`src/hdl/eq_mix_defs.svh`:
```
// register offsets, field positions and reset values of the shaping and output mix registers
//
// How it works
// - band gains 5 bits, reset 01100 is 0dB
// - band 3 centre at 6:5, reset 01
// - band 4 centre at 6:5, reset 01
// - band 5 cutoff at 6:5, no width bit
// - bands 2-4 width bit 8, reset narrow
// - path select changes only with converters off
// - stereo depth bits 3:0 at 0x29, reset 0
// - cross-channel playback selects at bits 5, 6
// - left mixer: play 1, bypass 0, aux 0
// - right mixer: play select 1, aux 0
// - bypass and aux levels 3 bits, reset 000
// - mixer enables at power bits 2, 3
// - phones level 6 bits, reset 111001
// - phones levels wait for unstored commit bit 8
// - zero-cross enable delays gain change to crossing
// - phones mute at bit 6, reset 0
// - speaker level same encoding as phones
// - speaker mute bit 6, zero-cross bit 7
// - path select bit 8 resets to playback
`ifndef EQ_MIX_DEFS_SVH
`define EQ_MIX_DEFS_SVH

// bus geometry
`define ADDR_W 10
`define IDX_W 8
`define DATA_W 32
`define REG_W 9

// register indices, byte address is four times the index
`define IDX_POWER 8'h03
`define IDX_PATH 8'h12
`define IDX_BAND2 8'h13
`define IDX_BAND3 8'h14
`define IDX_BAND4 8'h15
`define IDX_BAND5 8'h16
`define IDX_DEPTH 8'h29
`define IDX_XMIX 8'h31
`define IDX_LMIX 8'h32
`define IDX_RMIX 8'h33
`define IDX_HP_L 8'h34
`define IDX_HP_R 8'h35
`define IDX_SPK_L 8'h36
`define IDX_REC_EN 8'h40
`define IDX_STATUS 8'h41

// field positions
`define B_PLAY_L 0
`define B_PLAY_R 1
`define B_MIX_L_ON 2
`define B_MIX_R_ON 3
`define B_REC_L 0
`define B_REC_R 1
`define B_PATH 8
`define B_WIDTH 8
`define F_GAIN 4:0
`define F_FREQ 6:5
`define F_DEPTH 3:0
`define B_R2L 5
`define B_L2R 6
`define B_SAME 0
`define B_BYP 1
`define F_BYP_LVL 4:2
`define B_AUX 5
`define F_AUX_LVL 8:6
`define F_LEVEL 5:0
`define B_SILENCE 6
`define B_ZC 7
`define B_COMMIT 8
`define B_ST_HP_L 0
`define B_ST_HP_R 1
`define B_ST_SPK 2

// reset values
`define RST_GAIN 5'h0C
`define RST_FREQ 2'h1
`define RST_DEPTH 4'h0
`define RST_MIX_LVL 3'h0
`define RST_LEVEL 6'h39
`define RST_PATH 1'b1
`define RST_SAME 1'b1

`endif

```
`src/hdl/eq_mix_pkg.sv`:
```
// types shared by the shaping and output mix register bank
package eq_mix_pkg;

  // settings driven out to the signal path, all held in flip-flops
  typedef struct packed {
    logic left_record_conv_en;
    logic right_record_conv_en;
    logic left_playback_conv_en;
    logic right_playback_conv_en;
    logic left_mixer_on;
    logic right_mixer_on;
    logic shaping_path_sel;
    logic band2_width_sel;
    logic [4:0] band3_gain;
    logic [1:0] band3_centre_sel;
    logic band3_width_sel;
    logic [4:0] band4_gain;
    logic [1:0] band4_centre_sel;
    logic band4_width_sel;
    logic [4:0] band5_gain;
    logic [1:0] band5_cutoff_sel;
    logic [3:0] stereo_depth;
    logic right_play_to_left_mix;
    logic left_play_to_right_mix;
    logic left_play_to_left_mix;
    logic left_bypass_to_mix;
    logic [2:0] left_bypass_level;
    logic left_aux_to_mix;
    logic [2:0] left_aux_level;
    logic right_play_to_right_mix;
    logic [2:0] right_bypass_level;
    logic right_aux_to_mix;
    logic [2:0] right_aux_level;
    logic left_phones_silence;
    logic right_phones_silence;
    logic left_phones_zero_cross;
    logic right_phones_zero_cross;
    logic left_speaker_silence;
    logic left_speaker_zero_cross;
  } cfg_s;

  // gains that the output amplifiers actually use
  typedef struct packed {
    logic [5:0] left_phones_level;
    logic [5:0] right_phones_level;
    logic [5:0] left_speaker_level;
  } level_s;

endpackage

```
`src/hdl/gain_apply.sv`:
```
// one output gain: takes a new target and applies it now or at a zero crossing
`include "eq_mix_defs.svh"

module gain_apply #(
  parameter int WIDTH = 6,
  parameter logic [WIDTH-1:0] RESET_LEVEL = '0
) (
  // clock and reset
  input wire logic pclk,
  input wire logic presetn,
  // new target
  input wire logic load,
  input wire logic [WIDTH-1:0] target,
  // zero-cross control
  input wire logic zc_en,
  input wire logic zc_event,
  // applied gain
  output logic [WIDTH-1:0] level_q,
  output logic pending_q
);

  logic [WIDTH-1:0] level_d;
  logic [WIDTH-1:0] target_q;
  logic [WIDTH-1:0] target_d;
  logic pending_d;

  // next gain: a fresh load with zero-cross off goes straight through
  always_comb begin
    level_d = level_q;
    target_d = target_q;
    pending_d = pending_q;
    if (load) begin
      target_d = target;
      if (zc_en) begin
        pending_d = 1'b1;
      end else begin
        level_d = target;
        pending_d = 1'b0;
      end
    end else if (pending_q && (zc_event || !zc_en)) begin
      level_d = target_q;
      pending_d = 1'b0;
    end
  end

  // gain registers
  always_ff @(posedge pclk or negedge presetn) begin
    if (!presetn) begin
      level_q <= RESET_LEVEL;
      target_q <= RESET_LEVEL;
      pending_q <= 1'b0;
    end else begin
      level_q <= level_d;
      target_q <= target_d;
      pending_q <= pending_d;
    end
  end

endmodule

```
`src/hdl/eq_3d_output_mix_ctrl_regs.sv`:
```
// apb register bank for equaliser, 3d depth and output mixer controls
//
// The APB slave port is this design's own decision.
`include "eq_mix_defs.svh"

module eq_3d_output_mix_ctrl_regs (
  // clock and reset
  input wire logic pclk,
  input wire logic presetn,
  // apb slave
  input wire logic psel,
  input wire logic penable,
  input wire logic pwrite,
  input wire logic [`ADDR_W-1:0] paddr,
  input wire logic [`DATA_W-1:0] pwdata,
  output logic [`DATA_W-1:0] prdata,
  output logic pready,
  output logic pslverr,
  // zero-crossing detectors of the output signals, asynchronous
  input wire logic hp_left_crossing,
  input wire logic hp_right_crossing,
  input wire logic spk_left_crossing,
  // settings to the signal path
  output eq_mix_pkg::cfg_s cfg,
  output eq_mix_pkg::level_s levels
);

  //////////////////////////////////////////////////////////////////////
  // state

  eq_mix_pkg::cfg_s cfg_q;
  eq_mix_pkg::cfg_s cfg_d;
  logic [5:0] hp_l_stage_q;
  logic [5:0] hp_l_stage_d;
  logic [5:0] hp_r_stage_q;
  logic [5:0] hp_r_stage_d;
  logic [5:0] spk_stage_q;
  logic [5:0] spk_stage_d;
  logic pready_q;
  logic pready_d;
  logic pslverr_q;
  logic pslverr_d;
  logic [`DATA_W-1:0] prdata_q;
  logic [`DATA_W-1:0] prdata_d;
  logic [2:0] zc_meta_q;
  logic [2:0] zc_sync_q;
  logic [2:0] zc_last_q;
  logic [2:0] zc_event;
  logic commit_hp;
  logic load_spk;
  logic hp_l_pending;
  logic hp_r_pending;
  logic spk_pending;
  logic [5:0] hp_l_level;
  logic [5:0] hp_r_level;
  logic [5:0] spk_level;

  //////////////////////////////////////////////////////////////////////
  // bus decode

  logic [`IDX_W-1:0] idx;
  logic aligned;
  logic access_start;
  logic access_end;
  logic wr_en;
  logic [`REG_W-1:0] wd;
  logic converters_idle;

  // index of the addressed word and phase of the transfer
  assign idx = paddr[`ADDR_W-1:2];
  assign aligned = (paddr[1:0] == 2'b00);
  assign access_start = psel && penable && !pready_q;
  assign access_end = psel && penable && pready_q;
  assign wr_en = access_end && pwrite && !pslverr_q;
  assign wd = pwdata[`REG_W-1:0];
  assign converters_idle = !cfg_q.left_record_conv_en && !cfg_q.right_record_conv_en &&
                           !cfg_q.left_playback_conv_en && !cfg_q.right_playback_conv_en;

  //////////////////////////////////////////////////////////////////////
  // register file

  // read mux, write update and the answer of the slave
  always_comb begin
    logic [`REG_W-1:0] rv;
    logic hit;
    rv = '0;
    hit = aligned;
    cfg_d = cfg_q;
    hp_l_stage_d = hp_l_stage_q;
    hp_r_stage_d = hp_r_stage_q;
    spk_stage_d = spk_stage_q;
    commit_hp = 1'b0;
    load_spk = 1'b0;
    if (idx == `IDX_POWER) begin
      rv[`B_PLAY_L] = cfg_q.left_playback_conv_en;
      rv[`B_PLAY_R] = cfg_q.right_playback_conv_en;
      rv[`B_MIX_L_ON] = cfg_q.left_mixer_on;
      rv[`B_MIX_R_ON] = cfg_q.right_mixer_on;
      if (wr_en) begin
        cfg_d.left_playback_conv_en = wd[`B_PLAY_L];
        cfg_d.right_playback_conv_en = wd[`B_PLAY_R];
        cfg_d.left_mixer_on = wd[`B_MIX_L_ON];
        cfg_d.right_mixer_on = wd[`B_MIX_R_ON];
      end
    end else if (idx == `IDX_REC_EN) begin
      rv[`B_REC_L] = cfg_q.left_record_conv_en;
      rv[`B_REC_R] = cfg_q.right_record_conv_en;
      if (wr_en) begin
        cfg_d.left_record_conv_en = wd[`B_REC_L];
        cfg_d.right_record_conv_en = wd[`B_REC_R];
      end
    end else if (idx == `IDX_PATH) begin
      rv[`B_PATH] = cfg_q.shaping_path_sel;
      // the path may only move while every converter is stopped
      if (wr_en && converters_idle) begin
        cfg_d.shaping_path_sel = wd[`B_PATH];
      end
    end else if (idx == `IDX_BAND2) begin
      rv[`B_WIDTH] = cfg_q.band2_width_sel;
      if (wr_en) begin
        cfg_d.band2_width_sel = wd[`B_WIDTH];
      end
    end else if (idx == `IDX_BAND3) begin
      rv[`F_GAIN] = cfg_q.band3_gain;
      rv[`F_FREQ] = cfg_q.band3_centre_sel;
      rv[`B_WIDTH] = cfg_q.band3_width_sel;
      if (wr_en) begin
        cfg_d.band3_gain = wd[`F_GAIN];
        cfg_d.band3_centre_sel = wd[`F_FREQ];
        cfg_d.band3_width_sel = wd[`B_WIDTH];
      end
    end else if (idx == `IDX_BAND4) begin
      rv[`F_GAIN] = cfg_q.band4_gain;
      rv[`F_FREQ] = cfg_q.band4_centre_sel;
      rv[`B_WIDTH] = cfg_q.band4_width_sel;
      if (wr_en) begin
        cfg_d.band4_gain = wd[`F_GAIN];
        cfg_d.band4_centre_sel = wd[`F_FREQ];
        cfg_d.band4_width_sel = wd[`B_WIDTH];
      end
    end else if (idx == `IDX_BAND5) begin
      // shelving band has no width bit, bit 8 reads zero
      rv[`F_GAIN] = cfg_q.band5_gain;
      rv[`F_FREQ] = cfg_q.band5_cutoff_sel;
      if (wr_en) begin
        cfg_d.band5_gain = wd[`F_GAIN];
        cfg_d.band5_cutoff_sel = wd[`F_FREQ];
      end
    end else if (idx == `IDX_DEPTH) begin
      rv[`F_DEPTH] = cfg_q.stereo_depth;
      if (wr_en) begin
        cfg_d.stereo_depth = wd[`F_DEPTH];
      end
    end else if (idx == `IDX_XMIX) begin
      rv[`B_R2L] = cfg_q.right_play_to_left_mix;
      rv[`B_L2R] = cfg_q.left_play_to_right_mix;
      if (wr_en) begin
        cfg_d.right_play_to_left_mix = wd[`B_R2L];
        cfg_d.left_play_to_right_mix = wd[`B_L2R];
      end
    end else if (idx == `IDX_LMIX) begin
      rv[`B_SAME] = cfg_q.left_play_to_left_mix;
      rv[`B_BYP] = cfg_q.left_bypass_to_mix;
      rv[`F_BYP_LVL] = cfg_q.left_bypass_level;
      rv[`B_AUX] = cfg_q.left_aux_to_mix;
      rv[`F_AUX_LVL] = cfg_q.left_aux_level;
      if (wr_en) begin
        cfg_d.left_play_to_left_mix = wd[`B_SAME];
        cfg_d.left_bypass_to_mix = wd[`B_BYP];
        cfg_d.left_bypass_level = wd[`F_BYP_LVL];
        cfg_d.left_aux_to_mix = wd[`B_AUX];
        cfg_d.left_aux_level = wd[`F_AUX_LVL];
      end
    end else if (idx == `IDX_RMIX) begin
      // right mixer has no bypass select, bit 1 reads zero
      rv[`B_SAME] = cfg_q.right_play_to_right_mix;
      rv[`F_BYP_LVL] = cfg_q.right_bypass_level;
      rv[`B_AUX] = cfg_q.right_aux_to_mix;
      rv[`F_AUX_LVL] = cfg_q.right_aux_level;
      if (wr_en) begin
        cfg_d.right_play_to_right_mix = wd[`B_SAME];
        cfg_d.right_bypass_level = wd[`F_BYP_LVL];
        cfg_d.right_aux_to_mix = wd[`B_AUX];
        cfg_d.right_aux_level = wd[`F_AUX_LVL];
      end
    end else if (idx == `IDX_HP_L) begin
      // staging value reads back, commit bit is never stored
      rv[`F_LEVEL] = hp_l_stage_q;
      rv[`B_SILENCE] = cfg_q.left_phones_silence;
      rv[`B_ZC] = cfg_q.left_phones_zero_cross;
      if (wr_en) begin
        hp_l_stage_d = wd[`F_LEVEL];
        cfg_d.left_phones_silence = wd[`B_SILENCE];
        cfg_d.left_phones_zero_cross = wd[`B_ZC];
        commit_hp = wd[`B_COMMIT];
      end
    end else if (idx == `IDX_HP_R) begin
      rv[`F_LEVEL] = hp_r_stage_q;
      rv[`B_SILENCE] = cfg_q.right_phones_silence;
      rv[`B_ZC] = cfg_q.right_phones_zero_cross;
      if (wr_en) begin
        hp_r_stage_d = wd[`F_LEVEL];
        cfg_d.right_phones_silence = wd[`B_SILENCE];
        cfg_d.right_phones_zero_cross = wd[`B_ZC];
        commit_hp = wd[`B_COMMIT];
      end
    end else if (idx == `IDX_SPK_L) begin
      rv[`F_LEVEL] = spk_stage_q;
      rv[`B_SILENCE] = cfg_q.left_speaker_silence;
      rv[`B_ZC] = cfg_q.left_speaker_zero_cross;
      if (wr_en) begin
        spk_stage_d = wd[`F_LEVEL];
        cfg_d.left_speaker_silence = wd[`B_SILENCE];
        cfg_d.left_speaker_zero_cross = wd[`B_ZC];
        load_spk = 1'b1;
      end
    end else if (idx == `IDX_STATUS) begin
      rv[`B_ST_HP_L] = hp_l_pending;
      rv[`B_ST_HP_R] = hp_r_pending;
      rv[`B_ST_SPK] = spk_pending;
    end else begin
      hit = 1'b0;
    end
    // answer one cycle into the access phase, reads captured with it
    pready_d = access_start;
    pslverr_d = access_start && !hit;
    prdata_d = prdata_q;
    if (access_start) begin
      prdata_d = (hit && !pwrite) ? {{(`DATA_W-`REG_W){1'b0}}, rv} : '0;
    end
  end

  // register file flip-flops
  always_ff @(posedge pclk or negedge presetn) begin
    if (!presetn) begin
      cfg_q <= '0;
      cfg_q.shaping_path_sel <= `RST_PATH;
      cfg_q.band3_gain <= `RST_GAIN;
      cfg_q.band4_gain <= `RST_GAIN;
      cfg_q.band5_gain <= `RST_GAIN;
      cfg_q.band3_centre_sel <= `RST_FREQ;
      cfg_q.band4_centre_sel <= `RST_FREQ;
      cfg_q.band5_cutoff_sel <= `RST_FREQ;
      cfg_q.stereo_depth <= `RST_DEPTH;
      cfg_q.left_play_to_left_mix <= `RST_SAME;
      cfg_q.right_play_to_right_mix <= `RST_SAME;
      cfg_q.left_bypass_level <= `RST_MIX_LVL;
      cfg_q.left_aux_level <= `RST_MIX_LVL;
      cfg_q.right_bypass_level <= `RST_MIX_LVL;
      cfg_q.right_aux_level <= `RST_MIX_LVL;
      hp_l_stage_q <= `RST_LEVEL;
      hp_r_stage_q <= `RST_LEVEL;
      spk_stage_q <= `RST_LEVEL;
      pready_q <= 1'b0;
      pslverr_q <= 1'b0;
      prdata_q <= '0;
    end else begin
      cfg_q <= cfg_d;
      hp_l_stage_q <= hp_l_stage_d;
      hp_r_stage_q <= hp_r_stage_d;
      spk_stage_q <= spk_stage_d;
      pready_q <= pready_d;
      pslverr_q <= pslverr_d;
      prdata_q <= prdata_d;
    end
  end

  //////////////////////////////////////////////////////////////////////
  // zero-crossing inputs

  // two-stage synchroniser, then a rising-edge detect on the clean copy
  always_ff @(posedge pclk or negedge presetn) begin
    if (!presetn) begin
      zc_meta_q <= '0;
      zc_sync_q <= '0;
      zc_last_q <= '0;
    end else begin
      zc_meta_q <= {spk_left_crossing, hp_right_crossing, hp_left_crossing};
      zc_sync_q <= zc_meta_q;
      zc_last_q <= zc_sync_q;
    end
  end

  assign zc_event = zc_sync_q & ~zc_last_q;

  //////////////////////////////////////////////////////////////////////
  // applied gains

  // one commit loads both phones channels in the same cycle
  gain_apply #(.WIDTH(6), .RESET_LEVEL(`RST_LEVEL)) hp_left_gain (
    .pclk(pclk),
    .presetn(presetn),
    .load(commit_hp),
    .target(hp_l_stage_d),
    .zc_en(cfg_d.left_phones_zero_cross),
    .zc_event(zc_event[0]),
    .level_q(hp_l_level),
    .pending_q(hp_l_pending)
  );

  gain_apply #(.WIDTH(6), .RESET_LEVEL(`RST_LEVEL)) hp_right_gain (
    .pclk(pclk),
    .presetn(presetn),
    .load(commit_hp),
    .target(hp_r_stage_d),
    .zc_en(cfg_d.right_phones_zero_cross),
    .zc_event(zc_event[1]),
    .level_q(hp_r_level),
    .pending_q(hp_r_pending)
  );

  // the speaker level has no commit of its own here and loads on write
  gain_apply #(.WIDTH(6), .RESET_LEVEL(`RST_LEVEL)) spk_left_gain (
    .pclk(pclk),
    .presetn(presetn),
    .load(load_spk),
    .target(spk_stage_d),
    .zc_en(cfg_d.left_speaker_zero_cross),
    .zc_event(zc_event[2]),
    .level_q(spk_level),
    .pending_q(spk_pending)
  );

  //////////////////////////////////////////////////////////////////////
  // outputs

  assign prdata = prdata_q;
  assign pready = pready_q;
  assign pslverr = pslverr_q;
  assign cfg = cfg_q;
  assign levels.left_phones_level = hp_l_level;
  assign levels.right_phones_level = hp_r_level;
  assign levels.left_speaker_level = spk_level;

endmodule

```
`config.mk`:
```
export PLATFORM = sky130hd
export DESIGN_NAME = eq_3d_output_mix_ctrl_regs
export DESIGN_NICKNAME = d
export VERILOG_FILES = /design/src/hdl/eq_mix_pkg.sv /design/src/hdl/gain_apply.sv /design/src/hdl/eq_3d_output_mix_ctrl_regs.sv
export VERILOG_INCLUDE_DIRS = /design/src /design/src/hdl
export SDC_FILE = /design/constraint.sdc
export NUM_CORES = 1
export LEC_CHECK = 0
export BUFFER_PORTS_ARGS = -buffer_cell sky130_fd_sc_hd__buf_2
export CAP_MARGIN = 0
export CORE_ASPECT_RATIO = 0.5
export CORE_MARGIN = 1
export CORE_UTILIZATION = 35
export CTS_CLUSTER_SIZE = 10
export DETAILED_ROUTE_END_ITERATION = 8
export GPL_ROUTABILITY_DRIVEN = 0
export SLEW_MARGIN = 20
export SYNTH_ARGS = -nofsm -noshare
export SYNTH_HDL_FRONTEND = slang
export SYNTH_SLANG_ARGS = --single-unit
export TNS_END_PERCENT = 100
```
`constraint.sdc`:
```
create_clock -name pclk -period 2.8 [get_ports pclk]
set_input_delay 0.56 -clock pclk [delete_from_list [all_inputs] [get_ports pclk]]
set_output_delay 0.56 -clock pclk [all_outputs]
set_load 0.01 [all_outputs]
```
* Word-level counts from Yosys, hierarchy flattened *
Index checks and enable logic that the tools add are counted.

storage, ports and cells
  register bits = 160
  output and inout bits = 112
  logic and storage cells = 324

cells by class
  equality and inequality tests = 18
  muxes and demuxes = 190
  bitwise gates (word level) = 15
  reductions and logical operators = 49

operators with widths
  kind                                                             count
  6-bit two-way mux                                                52
  8-bit two-way mux                                                15
  9-bit two-way mux                                                11
  5-bit two-way mux                                                19
  1-bit two-way mux                                                66
  8-bit by 6-bit == test with 1-bit output, second input constant  7
  4-bit two-way mux                                                13
  8-bit by 5-bit == test with 1-bit output, second input constant  5
  7-bit two-way mux                                                4
  8-bit by 7-bit == test with 1-bit output, second input constant  2
  15-bit AND reduction                                             1
  1-bit logical AND                                                14
  2-bit two-way mux                                                7
  14-bit AND reduction                                             1
  1-bit NOT                                                        13
  13-bit AND reduction                                             1
  12-bit AND reduction                                             1
  1-bit logical NOT                                                11
  11-bit AND reduction                                             1
  10-bit AND reduction                                             1
  3-bit two-way mux                                                3
  9-bit AND reduction                                              1
  8-bit by 2-bit == test with 1-bit output, second input constant  1
  2-bit AND reduction                                              4
  other kinds (12)                                                 18

* Logic depth before layout (Yosys ltp) *
  depth in word-level cells = 52
  depth in mapped cells = 9
  gate-level depth less buffers = 6

* Cells and area by module *
Synthesis repeated with hierarchy kept, for this count alone.

second synthesis, totals
  cells, all modules = 545
  area, all modules = 6,667.6 um^2

by module, submodules not included
  module                      times used  cells each  area an instance (um^2)  seq. area each (um^2)
  eq_3d_output_mix_ctrl_regs  1           452         5,079.9                  2,482.4
  gain_apply                  3           31          529.3                    335.3

* Worst setup path before layout *
OpenSTA, ideal clock, no wires.

  path type = input to register
  start = input paddr[7]
  end = register hp_right_gain.level_q[1]
  library setup time = 125 ps
  arrival time = 2,578 ps
  data required time = 2,675 ps
  slack = 97 ps
  cell stages on the path = 7
  cell sequence = or4_4 -> or4_1 -> buf_2 -> nand4_4 -> buf_6 -> mux2_2 -> mux2_2

RTL lines
  item                                                       line                               text
  start: declaration                                         eq_3d_output_mix_ctrl_regs.sv:14   input wire logic [`ADDR_W-1:0] paddr,
  8-bit by 6-bit == test with 1-bit output (no source line)  --
  6-bit two-way mux                                          eq_3d_output_mix_ctrl_regs.sv:197  end else if (idx == `IDX_HP_R) begin
  6-bit two-way mux                                          eq_3d_output_mix_ctrl_regs.sv:186  end else if (idx == `IDX_HP_L) begin
  6-bit two-way mux                                          eq_3d_output_mix_ctrl_regs.sv:174  end else if (idx == `IDX_RMIX) begin
  6-bit two-way mux                                          eq_3d_output_mix_ctrl_regs.sv:161  end else if (idx == `IDX_LMIX) begin
  6-bit two-way mux                                          eq_3d_output_mix_ctrl_regs.sv:154  end else if (idx == `IDX_XMIX) begin
  6-bit two-way mux                                          eq_3d_output_mix_ctrl_regs.sv:149  end else if (idx == `IDX_DEPTH) begin
  6-bit two-way mux                                          eq_3d_output_mix_ctrl_regs.sv:141  end else if (idx == `IDX_BAND5) begin
  6-bit two-way mux                                          eq_3d_output_mix_ctrl_regs.sv:132  end else if (idx == `IDX_BAND4) begin
  6-bit two-way mux                                          eq_3d_output_mix_ctrl_regs.sv:123  end else if (idx == `IDX_BAND3) begin
  6-bit two-way mux                                          eq_3d_output_mix_ctrl_regs.sv:118  end else if (idx == `IDX_BAND2) begin
  6-bit two-way mux                                          eq_3d_output_mix_ctrl_regs.sv:112  end else if (idx == `IDX_PATH) begin
  6-bit two-way mux                                          eq_3d_output_mix_ctrl_regs.sv:105  end else if (idx == `IDX_REC_EN) begin
  6-bit two-way mux                                          eq_3d_output_mix_ctrl_regs.sv:94   if (idx == `IDX_POWER) begin
  6-bit two-way mux                                          gain_apply.sv:34                   if (zc_en) begin
  6-bit two-way mux (*)                                      gain_apply.sv:32                   if (load) begin
  net hp_right_gain.level_d[1]                               gain_apply.sv:22                   logic [WIDTH-1:0] level_d;
  end signal: assignment                                     gain_apply.sv:53                   level_q <= level_d;
  end: declaration                                           gain_apply.sv:18                   output logic [WIDTH-1:0] level_q,

Mark *: on every way through the listed nets, which the timed path passes. The rest lies on a longest branch. The select of a mux whose other input is x is not followed.
A chain may end at the register's enable or synchronous reset.

* Worst setup path after layout *
  start = register pslverr_q, in the netlist pslverr
  end = register hp_left_gain.level_q[2]

on the way
  word-level cells in the longest chain between the ends = 20

RTL lines
  item                                      line                               text
  start: declaration                        eq_3d_output_mix_ctrl_regs.sv:41   logic pslverr_q;
  start signal: assignment                  eq_3d_output_mix_ctrl_regs.sv:263  pslverr_q <= pslverr_d;
  1-bit logical NOT (*)                     eq_3d_output_mix_ctrl_regs.sv:74   assign wr_en = access_end && pwrite && !pslverr_q;
  1-bit logical AND (*)                     eq_3d_output_mix_ctrl_regs.sv:74
  1-bit two-way mux (*)                     eq_3d_output_mix_ctrl_regs.sv:191  if (wr_en) begin
  1-bit two-way mux (*)                     eq_3d_output_mix_ctrl_regs.sv:186
  4-bit two-way mux (*)                     eq_3d_output_mix_ctrl_regs.sv:174
  4-bit two-way mux (*)                     eq_3d_output_mix_ctrl_regs.sv:161
  4-bit two-way mux (*)                     eq_3d_output_mix_ctrl_regs.sv:154
  4-bit two-way mux (*)                     eq_3d_output_mix_ctrl_regs.sv:149
  [5 not listed]                            --
  4-bit two-way mux (*)                     eq_3d_output_mix_ctrl_regs.sv:105
  4-bit two-way mux (*)                     eq_3d_output_mix_ctrl_regs.sv:94
  net hp_left_gain.zc_en                    gain_apply.sv:15                   input wire logic zc_en,
  1-bit logical NOT                         gain_apply.sv:40                   end else if (pending_q && (zc_event || !zc_en)) begin
  1-bit logical OR                          gain_apply.sv:40
  1-bit logical AND                         gain_apply.sv:40
  2-bit nonzero test (no source line)       --
  2-bit AND reduction (no source line) (*)  --
  end signal: assignment                    gain_apply.sv:53
  end: declaration                          gain_apply.sv:18

Marks and branches as above.

==> impl_results.md <==
- Status: finished, final reports clean
- Final worst path period share: 0.923
- Clock buffer count from CTS: 17
- Root buf cell: sky130_fd_sc_hd__clkbuf_16
- Most frequently used flop master after synthesis: sky130_fd_sc_hd__dfrtp_1
- Overall power consumption: about 4600 µW
- Max Clock Skew: between 10 and 15 ps
- Antenna violations before repair: 1
- Fraction of final layout cells with drive strength greater than 1: 0.492
- Largest net degree at the start of global routing: 56
- Worst-path clk slew: ~70 ps
- Critical path fanouts, max: 7
- Final instance area: about 0.0083 mm²
- Post-Synthesis Cell Area: around 0.0066 mm²
- H-tree depth: 4
- Hold buffer count at cts: 0
- Number of buffers on the longest clock path: 2
- Critical path capture point type: flip-flop
- TritonCTS clock tree: built
- Post-CTS Setup Bufs: 0
- Global-route usage over all layers: 0.206
- Top-area cell type share of the netlist area: 0.340
- Final count of pins violating max slew: 0
- HPWL Detailed: ~14 mm
- Sequential area share after synthesis: 0.532
- Number of ports placed on the die boundary: 162
- Fillers: roughly 1600
- Slew @ Worst Pin: ~830 ps
- Die Span Y: between 90 and 100 µm
- Layout Cells excl Fill: ~970
- Detailed-route wire length: between 15 and 20 mm
- Synthesized netlist cell count: roughly 560
- Avg Inst Size Synth: 11.7 µm²
- Placed instance count: 938
- Count of final hold-check violations: 0
- Power density over cell area: about 550 mW/mm²
- Number of detailed-routing iterations run before antenna repair: 4
- Initial standard-cell utilization of the core: 0.368
- Dominant cell type by area after synthesis: sky130_fd_sc_hd__dfrtp_1
- Vias in the first global route: ~5100
- Leading cell type in the layout, fill and taps excluded: sky130_fd_sc_hd__buf_2
- Number of max-capacitance violations reported: 0
- WP data required: 3110 ps
- Area growth syn-to-layout: 26.4%
- Residual overflow from global routing: 0
- Std-Cell Core Area: between 0.015 and 0.02 mm²
- Setup repair after global routing missed its margin: false
- Asr flop ratio synth: 1.00
- Class of the tightest hold or removal check: in2async
- Time the final worst path needs with I/O delays and setup: roughly 2600 ps
- Area after detailed placement: around 0.0077 mm²
- Final-report setup violation count: 0
- Classification of the worst setup path: reg2reg
- Worst vdd ir: around 0.42 mV
- Achievable frequency: 387 MHz
- Post-layout net count: between 700 and 800
- Crit start category: flip-flop
- Total via count after detailed routing: roughly 5200
- Data arrival time of the critical path: ~2900 ps
- Worst max-slew margin expressed relative to the limit: 0.441
- Largest cells by area after synthesis: sky130_fd_sc_hd__dfrtp_1, sky130_fd_sc_hd__dfstp_2, sky130_fd_sc_hd__mux2_2
- Highest-count cells in the layout ignoring fill and taps: sky130_fd_sc_hd__buf_2, sky130_fd_sc_hd__mux2_2, sky130_fd_sc_hd__dfrtp_1
- Global-route wire length before repair: about 30 mm
- Iter 0 DRT Violations: 517
- Clock latency at the later pin of the worst-skew pair: approximately 420 ps
- Number of gates given a new drive strength after cts: 0
- Static Leakage: between 0.004 and 0.005 µW
- Post-detailed-route via-to-cell ratio: between 5 and 6
- Drt drc: 0
- Post-synth EDFFs: 0
- YS warnings: 0
- Sinks on the clock net: about 140
- Detail Route Antenna Nets: 0
- Count of input and output buffers: between 100 and 150
- Flip-flop and latch count after synthesis: between 100 and 150
- Die extent in x: 196 µm
- Total Die Area: between 0.015 and 0.02 mm²
- Number of different library cells in the post-synthesis netlist: 68
- Flip-flop count of the largest register after layout: 60
- Cell row count: 34
- Average wire length per cell after detail routing: 19.8 µm
per-stage QoR:
step	hold slack [ps]	TNS [ps]	setup slack [ps]	utilization
final	89.6	0	216	0.465
after global routing	124	0	109	0.465
after CTS	91.2	0	267	0.465
after detailed placement	336	-111	-28.5	0.431
after global placement	334	-10.8	-6.34	0.431
after floorplan	264	0	97.5	-
final cells by class:
type                    instances  area, µm²  share of cell area
clock buffers                  17        425              0.0513
repair buffers                170       1030               0.125
inverters                       8       30.0             0.00362
diodes                          1       2.50            0.000302
multi-input cells             389       2840               0.342
flip-flops and latches        137       3490               0.421
clock inverters                15        181              0.0219
well taps                     234        293              0.0353
per-layer routing:
metal | track usage | vias up | wire length, µm
met5 | 0 | - | 0
met2 | 0.313 | 200 | 8720
met4 | 0.0654 | 0 | 284
li1 | - | 2351 | -
met3 | 0.0459 | 26 | 1310
met1 | 0.291 | 2636 | 8930
path summary, 6_finish.rpt:
kind | slack [ps] | endpoint | cells past startpoint | from
hold / removal | 90 | zc_meta_q[2]$_DFF_PN0_ | 1 | presetn
setup reg to reg | 220 | hp_left_gain.level_q[2]$_DFFE_PN0P_ | 8 | pslverr$_DFF_PN0_
min in group pclk | 240 | zc_meta_q[0]$_DFF_PN0_ | 1 | hp_left_crossing
max in group asynchronous | 1890 | cfg[33]$_DFFE_PN1P_ | 2 | presetn
setup / recovery | 220 | hp_left_gain.level_q[2]$_DFFE_PN0P_ | 8 | pslverr$_DFF_PN0_
hold reg to reg | 350 | zc_sync_q[1]$_DFF_PN0_ | 0 | zc_meta_q[1]$_DFF_PN0_
worst max-delay path, cell delays in order (launching register included):
cell,delay [ps]
sky130_fd_sc_hd__dfrtp_1,380
sky130_fd_sc_hd__and4b_1,280
sky130_fd_sc_hd__nand2_1,140
sky130_fd_sc_hd__buf_4,180
sky130_fd_sc_hd__nor3_2,260
sky130_fd_sc_hd__buf_4,230
sky130_fd_sc_hd__mux2_2,390
sky130_fd_sc_hd__a22oi_4,230
sky130_fd_sc_hd__mux2_2,370
power breakdown:
group	internal (µW)	switching, µW
combinational	87.5	187
clock	1280	1000
sequential	2000	7.69
synth_stat cells, drive strengths merged, types with 2 or more instances:
| cell type | instances |
|---|---|
| a2111oi | 2 |
| a211oi | 5 |
| a21boi | 2 |
| a21oi | 14 |
| a221oi | 2 |
| a22o | 2 |
| a22oi | 5 |
| a2bb2oi | 2 |
| a31oi | 10 |
| a32o | 4 |
| a32oi | 2 |
| and2 | 2 |
| and3 | 8 |
| buf | 34 |
| clkbuf | 16 |
| dfrtp | 89 |
| dfstp | 48 |
| inv | 8 |
| mux2 | 96 |
| mux2i | 5 |
| nand2 | 61 |
| nand2b | 9 |
| nand3 | 15 |
| nand3b | 5 |
| nand4 | 5 |
| nor2 | 24 |
| nor2b | 4 |
| nor3 | 12 |
| nor3b | 4 |
| nor4 | 6 |
| nor4b | 4 |
| o2111ai | 2 |
| o211ai | 2 |
| o21a | 2 |
| o21ai | 16 |
| o22ai | 10 |
| o2bb2ai | 2 |
| o31ai | 3 |
| o32ai | 2 |
| or3 | 2 |
| or4 | 2 |
kinds of logic after synthesis:
| kind of cell | synth area share |
|---|---|
| buffers and inverters | 0.0488 |
| and+or+nand+nor | 0.144 |
| muxes | 0.172 |
| DFF | 0.532 |
| other | 0.000572 |
| AOI/OAI and AO/OA | 0.102 |
Note: power is estimated with default switching activity, not from simulation.
